==> config.mk <==
export PLATFORM = sky130hd
export DESIGN_NAME = tlih_irq_handler
export DESIGN_NICKNAME = d
export VERILOG_FILES = /design/src/rtl/tlih_pkg.sv /design/src/rtl/tlih_irq_handler.sv
export VERILOG_INCLUDE_DIRS = /design/src /design/src/rtl
export SDC_FILE = /design/constraint.sdc
export NUM_CORES = 1
export LEC_CHECK = 0
export ABC_AREA = 1
export BUFFER_PORTS_ARGS = -buffer_cell sky130_fd_sc_hd__buf_2
export CAP_MARGIN = 10
export CORE_MARGIN = 2
export CORE_UTILIZATION = 39
export DETAILED_ROUTE_END_ITERATION = 12
export PLACE_DENSITY = 0.68
export SETUP_SLACK_MARGIN = 0.3
export SYNTH_ARGS = -nofsm -noshare
export SYNTH_HDL_FRONTEND = slang
export SYNTH_SLANG_ARGS = --single-unit
==> constraint.sdc <==
create_clock -name aclk -period 1.9 [get_ports aclk]
set_input_delay 0.19 -clock aclk [delete_from_list [all_inputs] [get_ports aclk]]
set_output_delay 0.19 -clock aclk [all_outputs]
set_load 0.005 [all_outputs]
==> src/rtl/tlih_defines.svh <==
// Register offsets, field positions and reset values of the interrupt handler
`ifndef TLIH_DEFINES_SVH
`define TLIH_DEFINES_SVH

`define TLIH_OFF_HIGH_FLAGS   4'h0
`define TLIH_OFF_MID_FLAGS    4'h1
`define TLIH_OFF_LOW_FLAGS    4'h2
`define TLIH_OFF_HIGH_EN      4'h3
`define TLIH_OFF_MID_EN       4'h4
`define TLIH_OFF_LOW_EN       4'h5
`define TLIH_OFF_CODE         4'h6
`define TLIH_OFF_SUMMARY      4'h7

`define TLIH_WORD_LSB         2
`define TLIH_WORD_MSB         5

`define TLIH_FLAGS_RESET      8'h00
`define TLIH_EN_RESET         8'h00
`define TLIH_CODE_NONE        8'hff
`define TLIH_SUMMARY_RESET    8'h00

`define TLIH_SUM_HIGH_BIT     2
`define TLIH_SUM_MID_BIT      1
`define TLIH_SUM_LOW_BIT      0

`define TLIH_GROUP_BASE_HIGH  5'h10
`define TLIH_GROUP_BASE_MID   5'h08
`define TLIH_GROUP_BASE_LOW   5'h00
`define TLIH_GROUP_SIZE       8
`define TLIH_GROUP_ALL        8'hff

`define TLIH_RESP_OKAY        2'b00
`define TLIH_RESP_SLVERR      2'b10

`endif

==> src/rtl/tlih_pkg.sv <==
// Types shared by the interrupt handler
package tlih_pkg;

  typedef logic [7:0]  tlih_group_t;
  typedef logic [23:0] tlih_sources_t;

  typedef enum logic [1:0] {
    TLIH_GRP_HIGH,
    TLIH_GRP_MID,
    TLIH_GRP_LOW
  } tlih_group_e;

endpackage : tlih_pkg

==> src/rtl/tlih_irq_handler.sv <==
// Three-level interrupt handler with AXI4-Lite register access
//
// Functional notes
// - Twenty-four sources handled individually, in three groups of eight.
// - High, mid, low groups drive core levels first, second, third.
// - High flags hold sources 23..16 in bits 7..0, reset zero.
// - Mid flags hold sources 15..8 in bits 7..0, reset zero.
// - Low flags hold sources 7..0 in bits 7..0, reset zero.
// - Writing one to a flag bit clears that pending flag.
// - Enable registers read/write, one bit per source, one enables, reset zero.
// - Priority code register read-only, eight bits, resets to all ones.
// - Summary bit 2 set while any high flag pending.
// - Summary bit 1 set while any mid flag pending.
// - Summary bit 0 for low group; bits 7..3 read zero.
// - Flag sets only on enabled source's rising edge.
// - Writing zero to a flag bit leaves it unchanged.
// - Priority code reads all ones when nothing pending.
// - Sources sampled on system clock; core line rises three cycles after edge.
//
// The register offsets and the AXI4-Lite register port were left to the implementer.

`include "tlih_defines.svh"

module tlih_irq_handler (
  input  wire logic                  aclk,
  input  wire logic                  aresetn,
  input  wire tlih_pkg::tlih_sources_t irq_sources,
  output logic                       core_level_first,
  output logic                       core_level_second,
  output logic                       core_level_third,
  input  wire logic [5:0]            s_axi_awaddr,
  input  wire logic [2:0]            s_axi_awprot,
  input  wire logic                  s_axi_awvalid,
  output logic                       s_axi_awready,
  input  wire logic [31:0]           s_axi_wdata,
  input  wire logic [3:0]            s_axi_wstrb,
  input  wire logic                  s_axi_wvalid,
  output logic                       s_axi_wready,
  output logic [1:0]                 s_axi_bresp,
  output logic                       s_axi_bvalid,
  input  wire logic                  s_axi_bready,
  input  wire logic [5:0]            s_axi_araddr,
  input  wire logic [2:0]            s_axi_arprot,
  input  wire logic                  s_axi_arvalid,
  output logic                       s_axi_arready,
  output logic [31:0]                s_axi_rdata,
  output logic [1:0]                 s_axi_rresp,
  output logic                       s_axi_rvalid,
  input  wire logic                  s_axi_rready
);

  // ==========================================================================
  // Source synchronisation and edge detection
  // ==========================================================================
  tlih_pkg::tlih_sources_t src_meta;
  tlih_pkg::tlih_sources_t src_sync;
  tlih_pkg::tlih_sources_t src_prev;
  tlih_pkg::tlih_sources_t src_rise;

  always_ff @(posedge aclk) begin
    if (!aresetn) begin
      src_meta <= '0;
      src_sync <= '0;
      src_prev <= '0;
    end else begin
      src_meta <= irq_sources;
      src_sync <= src_meta;
      src_prev <= src_sync;
    end
  end

  assign src_rise = src_sync & ~src_prev;

  // ==========================================================================
  // Register state
  // ==========================================================================
  tlih_pkg::tlih_sources_t flags;
  tlih_pkg::tlih_sources_t enables;
  tlih_pkg::tlih_sources_t clear_mask;
  logic [7:0]              priority_code;
  logic [7:0]              next_priority_code;
  logic [7:0]              group_summary;

  // ==========================================================================
  // AXI4-Lite write channel
  // ==========================================================================
  logic [5:0]  wr_addr;
  logic        wr_addr_held;
  logic [31:0] wr_data;
  logic [3:0]  wr_strb;
  logic        wr_data_held;
  logic        wr_fire;
  logic [3:0]  wr_word;

  assign wr_fire = wr_addr_held && wr_data_held && !s_axi_bvalid;
  assign wr_word = wr_addr[`TLIH_WORD_MSB:`TLIH_WORD_LSB];

  function automatic logic tlih_mapped(input logic [3:0] word);
    tlih_mapped = (word <= `TLIH_OFF_SUMMARY);
  endfunction : tlih_mapped

  function automatic logic tlih_writable(input logic [3:0] word);
    tlih_writable = (word <= `TLIH_OFF_LOW_EN);
  endfunction : tlih_writable

  // Group addressed by a flag or enable word
  function automatic tlih_pkg::tlih_group_e tlih_group_of(input logic [3:0] word);
    case (word)
      `TLIH_OFF_HIGH_FLAGS,
      `TLIH_OFF_HIGH_EN:    tlih_group_of = tlih_pkg::TLIH_GRP_HIGH;
      `TLIH_OFF_MID_FLAGS,
      `TLIH_OFF_MID_EN:     tlih_group_of = tlih_pkg::TLIH_GRP_MID;
      default:              tlih_group_of = tlih_pkg::TLIH_GRP_LOW;
    endcase
  endfunction : tlih_group_of

  // One group of eight out of a source vector
  function automatic tlih_pkg::tlih_group_t tlih_group_pick(
    input tlih_pkg::tlih_sources_t vec,
    input tlih_pkg::tlih_group_e   grp
  );
    case (grp)
      tlih_pkg::TLIH_GRP_HIGH: tlih_group_pick = vec[`TLIH_GROUP_BASE_HIGH +: `TLIH_GROUP_SIZE];
      tlih_pkg::TLIH_GRP_MID:  tlih_group_pick = vec[`TLIH_GROUP_BASE_MID +: `TLIH_GROUP_SIZE];
      default:                 tlih_group_pick = vec[`TLIH_GROUP_BASE_LOW +: `TLIH_GROUP_SIZE];
    endcase
  endfunction : tlih_group_pick

  // A group of eight put back at its sources, all others zero
  function automatic tlih_pkg::tlih_sources_t tlih_group_place(
    input tlih_pkg::tlih_group_t grp_bits,
    input tlih_pkg::tlih_group_e grp
  );
    tlih_pkg::tlih_sources_t placed;
    placed = '0;
    case (grp)
      tlih_pkg::TLIH_GRP_HIGH: placed[`TLIH_GROUP_BASE_HIGH +: `TLIH_GROUP_SIZE] = grp_bits;
      tlih_pkg::TLIH_GRP_MID:  placed[`TLIH_GROUP_BASE_MID +: `TLIH_GROUP_SIZE]  = grp_bits;
      default:                 placed[`TLIH_GROUP_BASE_LOW +: `TLIH_GROUP_SIZE]  = grp_bits;
    endcase
    tlih_group_place = placed;
  endfunction : tlih_group_place

  always_ff @(posedge aclk) begin
    if (!aresetn) begin
      wr_addr_held  <= 1'b0;
      wr_addr       <= '0;
      s_axi_awready <= 1'b0;
    end else begin
      s_axi_awready <= !wr_addr_held && !s_axi_awready;
      if (s_axi_awvalid && s_axi_awready) begin
        wr_addr_held  <= 1'b1;
        wr_addr       <= s_axi_awaddr;
        s_axi_awready <= 1'b0;
      end else if (wr_fire) begin
        wr_addr_held <= 1'b0;
      end
    end
  end

  always_ff @(posedge aclk) begin
    if (!aresetn) begin
      wr_data_held <= 1'b0;
      wr_data      <= '0;
      wr_strb      <= '0;
      s_axi_wready <= 1'b0;
    end else begin
      s_axi_wready <= !wr_data_held && !s_axi_wready;
      if (s_axi_wvalid && s_axi_wready) begin
        wr_data_held <= 1'b1;
        wr_data      <= s_axi_wdata;
        wr_strb      <= s_axi_wstrb;
        s_axi_wready <= 1'b0;
      end else if (wr_fire) begin
        wr_data_held <= 1'b0;
      end
    end
  end

  always_ff @(posedge aclk) begin
    if (!aresetn) begin
      s_axi_bvalid <= 1'b0;
      s_axi_bresp  <= `TLIH_RESP_OKAY;
    end else if (wr_fire) begin
      s_axi_bvalid <= 1'b1;
      s_axi_bresp  <= tlih_mapped(wr_word) ? `TLIH_RESP_OKAY : `TLIH_RESP_SLVERR;
    end else if (s_axi_bready) begin
      s_axi_bvalid <= 1'b0;
    end
  end

  // ==========================================================================
  // Enables and flags
  // ==========================================================================
  logic                  wr_lane0;
  logic                  wr_to_flags;
  logic                  wr_to_enables;
  tlih_pkg::tlih_group_e wr_group;

  // Read-only and unmapped words never reach the state below
  assign wr_lane0      = wr_fire && wr_strb[0] && tlih_writable(wr_word);
  assign wr_to_flags   = wr_lane0 && (wr_word < `TLIH_OFF_HIGH_EN);
  assign wr_to_enables = wr_lane0 && (wr_word >= `TLIH_OFF_HIGH_EN);
  assign wr_group      = tlih_group_of(wr_word);

  always_ff @(posedge aclk) begin
    if (!aresetn) begin
      enables <= {3{`TLIH_EN_RESET}};
    end else if (wr_to_enables) begin
      // Only the addressed group changes
      enables <= (enables & ~tlih_group_place(`TLIH_GROUP_ALL, wr_group)) |
                 tlih_group_place(wr_data[`TLIH_GROUP_SIZE-1:0], wr_group);
    end
  end

  // Ones clear, zeros keep
  always_comb begin
    clear_mask = '0;
    if (wr_to_flags) begin
      clear_mask = tlih_group_place(wr_data[`TLIH_GROUP_SIZE-1:0], wr_group);
    end
  end

  // ==========================================================================
  // Next flag value: an enabled new edge wins over a clear
  // ==========================================================================
  tlih_pkg::tlih_sources_t next_flags;

  assign next_flags = (flags & ~clear_mask) | (src_rise & enables);

  genvar g;
  generate
    for (g = 0; g < 24; g++) begin : g_flag
      // New edge wins over a clear in the same cycle
      always_ff @(posedge aclk) begin
        if (!aresetn) begin
          flags[g] <= 1'b0;
        end else if (src_rise[g] && enables[g]) begin
          flags[g] <= 1'b1;
        end else if (clear_mask[g]) begin
          flags[g] <= 1'b0;
        end
      end
    end
  endgenerate

  // ==========================================================================
  // Core request lines, summary and priority code
  // ==========================================================================
  always_ff @(posedge aclk) begin
    if (!aresetn) begin
      core_level_first  <= 1'b0;
      core_level_second <= 1'b0;
      core_level_third  <= 1'b0;
    end else begin
      // Built from next flag value so the line follows the edge by one cycle
      core_level_first  <= |tlih_group_pick(next_flags, tlih_pkg::TLIH_GRP_HIGH);
      core_level_second <= |tlih_group_pick(next_flags, tlih_pkg::TLIH_GRP_MID);
      core_level_third  <= |tlih_group_pick(next_flags, tlih_pkg::TLIH_GRP_LOW);
    end
  end

  always_comb begin
    group_summary = `TLIH_SUMMARY_RESET;
    group_summary[`TLIH_SUM_HIGH_BIT] = |flags[23:16];
    group_summary[`TLIH_SUM_MID_BIT]  = |flags[15:8];
    group_summary[`TLIH_SUM_LOW_BIT]  = |flags[7:0];
  end

  always_comb begin
    next_priority_code = `TLIH_CODE_NONE;
    for (int i = 0; i < 24; i++) begin
      if (flags[i]) begin
        next_priority_code = 8'(i);
      end
    end
  end

  always_ff @(posedge aclk) begin
    if (!aresetn) begin
      priority_code <= `TLIH_CODE_NONE;
    end else begin
      priority_code <= next_priority_code;
    end
  end

  // ==========================================================================
  // AXI4-Lite read channel
  // ==========================================================================
  logic [3:0] rd_word;
  logic [7:0] rd_value;

  assign rd_word = s_axi_araddr[`TLIH_WORD_MSB:`TLIH_WORD_LSB];

  always_comb begin
    rd_value = 8'h00;
    case (rd_word)
      `TLIH_OFF_HIGH_FLAGS,
      `TLIH_OFF_MID_FLAGS,
      `TLIH_OFF_LOW_FLAGS:  rd_value = tlih_group_pick(flags, tlih_group_of(rd_word));
      `TLIH_OFF_HIGH_EN,
      `TLIH_OFF_MID_EN,
      `TLIH_OFF_LOW_EN:     rd_value = tlih_group_pick(enables, tlih_group_of(rd_word));
      `TLIH_OFF_CODE:       rd_value = priority_code;
      `TLIH_OFF_SUMMARY:    rd_value = group_summary;
      default:              rd_value = 8'h00;
    endcase
  end

  always_ff @(posedge aclk) begin
    if (!aresetn) begin
      s_axi_arready <= 1'b0;
      s_axi_rvalid  <= 1'b0;
      s_axi_rdata   <= '0;
      s_axi_rresp   <= `TLIH_RESP_OKAY;
    end else begin
      s_axi_arready <= !s_axi_rvalid && !s_axi_arready;
      if (s_axi_arvalid && s_axi_arready) begin
        s_axi_arready <= 1'b0;
        s_axi_rvalid  <= 1'b1;
        s_axi_rdata   <= {24'h00_0000, rd_value};
        s_axi_rresp   <= tlih_mapped(rd_word) ? `TLIH_RESP_OKAY : `TLIH_RESP_SLVERR;
      end else if (s_axi_rvalid && s_axi_rready) begin
        s_axi_rvalid <= 1'b0;
      end
    end
  end

endmodule : tlih_irq_handler

==> results <==
- The share of total power dissipated in sequential elements is 0.471.
- Summing every instance area after synthesis gives 6200 sq um.
- Prior to clock tree synthesis, the placed netlist has a worst setup slack of -0.0354 ns.
- Yosys printed 0 warnings.
- For this run, the top clock speed supported by timing is 0.512 GHz.
- The tightest hold path in the finished design has a slack of 0.0349 ns.
- The initial antenna violation count is 0.
- In this run the worst path has a maximum fanout of 8.
- The worst-case clock skew is 0.00905 ns.
- The overall via count from detail_route is 5446.
- The max-slew violation count came to 0.
- TritonCTS built the clock tree.
- In the global route stage, overall resource usage came out at 0.184.
- Excluding fillers, the count of instances in the completed layout stands at 1170.
- The startpoint identified for the worst register-to-register timing path is wr_data_held.
- The number of sinks on the clock net is 159.
- In the finished design, the share of the clock period the worst path needs comes to 1.03.
- The wire length of the first global-routing pass is 23.7 mm.
- Dividing the detail-routed via count by the number of cells gives 4.65.
- Setup repair after global routing could not meet its margin everywhere.
- The classification of the worst-slack hold path is input port to flip-flop.
- The clock latency of the later-clocked register in the worst-skew pair is 0.42 ns.
- The power share of the combinational group is 0.066.
- In this run, placement finished with an instance count of 1091.
- After routing the design area is 8070 sq um.
- The worst pin sits at a relative slew slack of 0.472.
- The most area-hungry cell type in the Yosys netlist is dfxtp_1.
- Summed over all layers, the global routing overflow is 0.
- The first TritonRoute pass finished after 7 iterations.
- The element type at the critical path end is a flip-flop.
- 0 antenna diodes ended up in the layout.
- The final layout contains 1026 nets.
- The clock period minus worst slack is 1.95 ns.
- The internal portion of the total power is 5.72 mW.
- The power density over cell area is 922 nW/um^2.
- The main flop type after synthesis is dfxtp_1.
- Buffers placed on the I/O ports in this run total 65.
- Of the total power, the clock network draws 0.463.
- Once routing completed, OpenROAD measured the worst setup slack at -0.0524 ns.
- The pin count of the biggest net entering global routing is 83.
- For the worst setup path, the data required time is 2.26 ns.
- The number of synthesized flops with an enable pin is 0.
- The commonest non-fill, non-tap cell in the layout is dfxtp_1.
- The H-tree level count is 4.
- After synthesis, the netlist uses 36 different library cells.
- The origin of the worst setup path is wr_data_held.
- VDD sags by at most 0.000637 V.
- The number of register bits inferred by synthesis is 159.
- Of the total power, the share spent switching nets is 0.232.
- The logic depth of the worst register-to-register path is 12.
- The run finished, with violations left.
- The share of synthesized area in the top cell type comes to 0.513.
- The number of CTS-inserted buffers is 17.
- The die covers 16900 sq um.
- The analysis attributes to net switching a power of 1.72 mW.
- The worst setup path is launched from a flip-flop.
- The multi-input combinational cells in the finished layout cover a total of 2510 sq um.
- In the final layout, the share of cells above drive strength 1 is 0.224.
- The cell with the biggest individual delay on the critical path is dfxtp_2.
- The final reports fail on setup timing.
- The final hold violation count is 0.
- The static leakage power is 3.90 nW.
- For the pin with the worst max-slew slack, the measured transition is 0.792 ns.
- The floorplan has 46 rows.
- Synthesis handed over a netlist of 826 instances.
- The vertical die dimension is 130 um.
- The routed length per placed instance is 13.5 um.
- Sorting the synthesized cells by area gives the leading types as dfxtp_1 51%, inv_1 9.3%, nand2_1 9.1%.
- The master cell of the clock root buffer is clkbuf_16.
- The async set or reset register ratio after synthesis is 0.
- The number of fillers in the final layout is 1510.
- The number of global-route vias before repair came to 4813.
- The critical path goes through inv_2 -> nor2_4 -> nand2_2 -> nor2_4 -> and3_4 -> inv_2 -> nor2_2 -> inv_2 -> nor2_4 -> clkinvlp_4 -> buf_4 -> a21oi_2.
- The largest single stage delay on the critical path is 0.34 ns.
- The aggregate routed wire length is 15.8 mm.
- The power after layout is 7.45 mW.
- The number of top-level design ports is 129.
- Once detail routing completed, the nets flagged for antenna violations numbered 0.
- The total placed instance area is 6690 sq um.
- The first-iteration detailed-routing DRC count is 394.
- The initial cell density of the core is 0.395.
- The layout overhead on the synthesized area is 30.2%.
- The average cell area after synthesis is 7.51 sq um.
- The routability congestion estimate is 0.876.
- The core area is 15700 sq um.
- The worst setup path is of the flip-flop to flip-flop kind.
- The overall die width is 130 um.
- The beginning of the worst hold path is s_axi_awaddr[2].
- Across the whole layout, storage elements account for 3190 sq um.
- Data on the critical path arrives at its endpoint at 2.31 ns.
- The final setup violation count is 3.
- The library cells used most frequently in the layout, excluding fill and tap cells, are 152 x dfxtp_1, 150 x nand2_1, 145 x inv_1, 78 x nor2_1, 64 x buf_2.
- After clock tree synthesis, the clock-pin slew on the worst setup and hold paths is 0.06 ns.
- Counting along the longest clock path gives a buffer depth of 2.
- Detailed placement ended at an HPWL of 10.1 mm.
- Across the run, the number of max-cap violations was 0.
- Setup slack on the worst reg-to-reg path comes out at -0.05 ns.
- In the routed design, unresolved DRC markers number 0.
- The sequential share of the synthesized area is 0.513.
==> area by class of cell <==
type / count / share of cell area
Timing Repair inverter: 3 / 0.00294
Multi-Input combinational cell: 482 / 0.311
Timing Repair Buffer: 118 / 0.104
Tap cell: 216 / 0.0335
Clock buffer: 19 / 0.0549
Sequential cell: 159 / 0.396
Inverter: 160 / 0.0778
Clock inverter: 13 / 0.0203
==> layer usage <==
metal	vias to the layer above	GRT usage	wire, um
met5	-	0	0
met4	0	0.0879	552
met3	50	0.0439	1070
met2	226	0.294	7190
met1	2396	0.234	6950
li1	2774	-	-
==> worst min path at each step <==
stage / end / slack, ns / cells past startpoint
2_1_floorplan: src_meta[0] / 0.29 / 2
3_3_place_gp: src_meta[20] / 0.38 / 3
3_5_place_dp: src_meta[7] / 0.37 / 3
4_1_cts: wr_addr[5] / 0.02 / 3
5_1_grt: wr_addr[2] / 0.03 / 3
6_report: wr_addr[2] / 0.03 / 3
==> critical path: cells and delay by family, from the launching register on <==
kind / cells / cell delay (ns)
simple gates: 6 / 0.85
flops: 1 / 0.34
buf+inv: 5 / 0.59
compound gates: 1 / 0.10
==> stage by stage <==
stage | setup TNS [ns] | utilization
after global placement | 0 | 0.426
after detailed placement | -0.0597 | 0.426
after floorplan | 0 | -
after CTS | 0 | 0.490
after global routing | -1.23 | 0.514
final | -0.103 | 0.514
==> synth_stat cells, types with 2 or more instances <==
cell type  instances
inv_2              4
nand3_1           12
o22ai_1           12
dfxtp_1          159
o2bb2ai_1          2
o21ai_1            2
o21ai_0           59
nor3_1            14
nand2_1          151
buf_2              6
clkbuf_1          17
a31oi_1           15
o221ai_1           4
nand2_2            3
nor2_2             2
a21oi_1           77
buf_4             26
o211ai_1           2
nor2_1            84
nand4_1            4
inv_1            154
nor4_1             3
==> power by group through the flow <==
stage | Combinational (mW) | Clock (mW) | Sequential (mW)
global route | 0.552 | 3.65 | 3.51
floorplan | 0.273 | 0 | 3.55
finish | 0.494 | 3.45 | 3.50
global placement | 0.381 | 0 | 3.57
detailed placement | 0.386 | 0 | 3.57
CTS | 0.447 | 3.51 | 3.50
==> cell families (layout without fill, tap and decap cells) <==
group / count (synthesis) / in the layout / share of synthesized area
AND/OR/NAND/NOR: 278 / 279 / 0.183
other: 1 / 26 / 0.000605
buffers and inverters: 211 / 313 / 0.147
AO/OA/AOI/OAI: 177 / 177 / 0.156
flip-flops: 159 / 159 / 0.513
==> what timing repair did <==
| action | in CTS | in global routing |
|---|---|---|
| resized for setup | 38 | 81 |
| endpoints found under the hold margin | 26 | 0 |
| cloned | 1 | 3 |
| buffers inserted | 5 | 12 |
| setup endpoints to repair | 33 | 60 |
| hold buffers | 26 | 0 |
| pin swaps | 11 | 13 |
No activity file was read; power rests on OpenSTA's default activity.
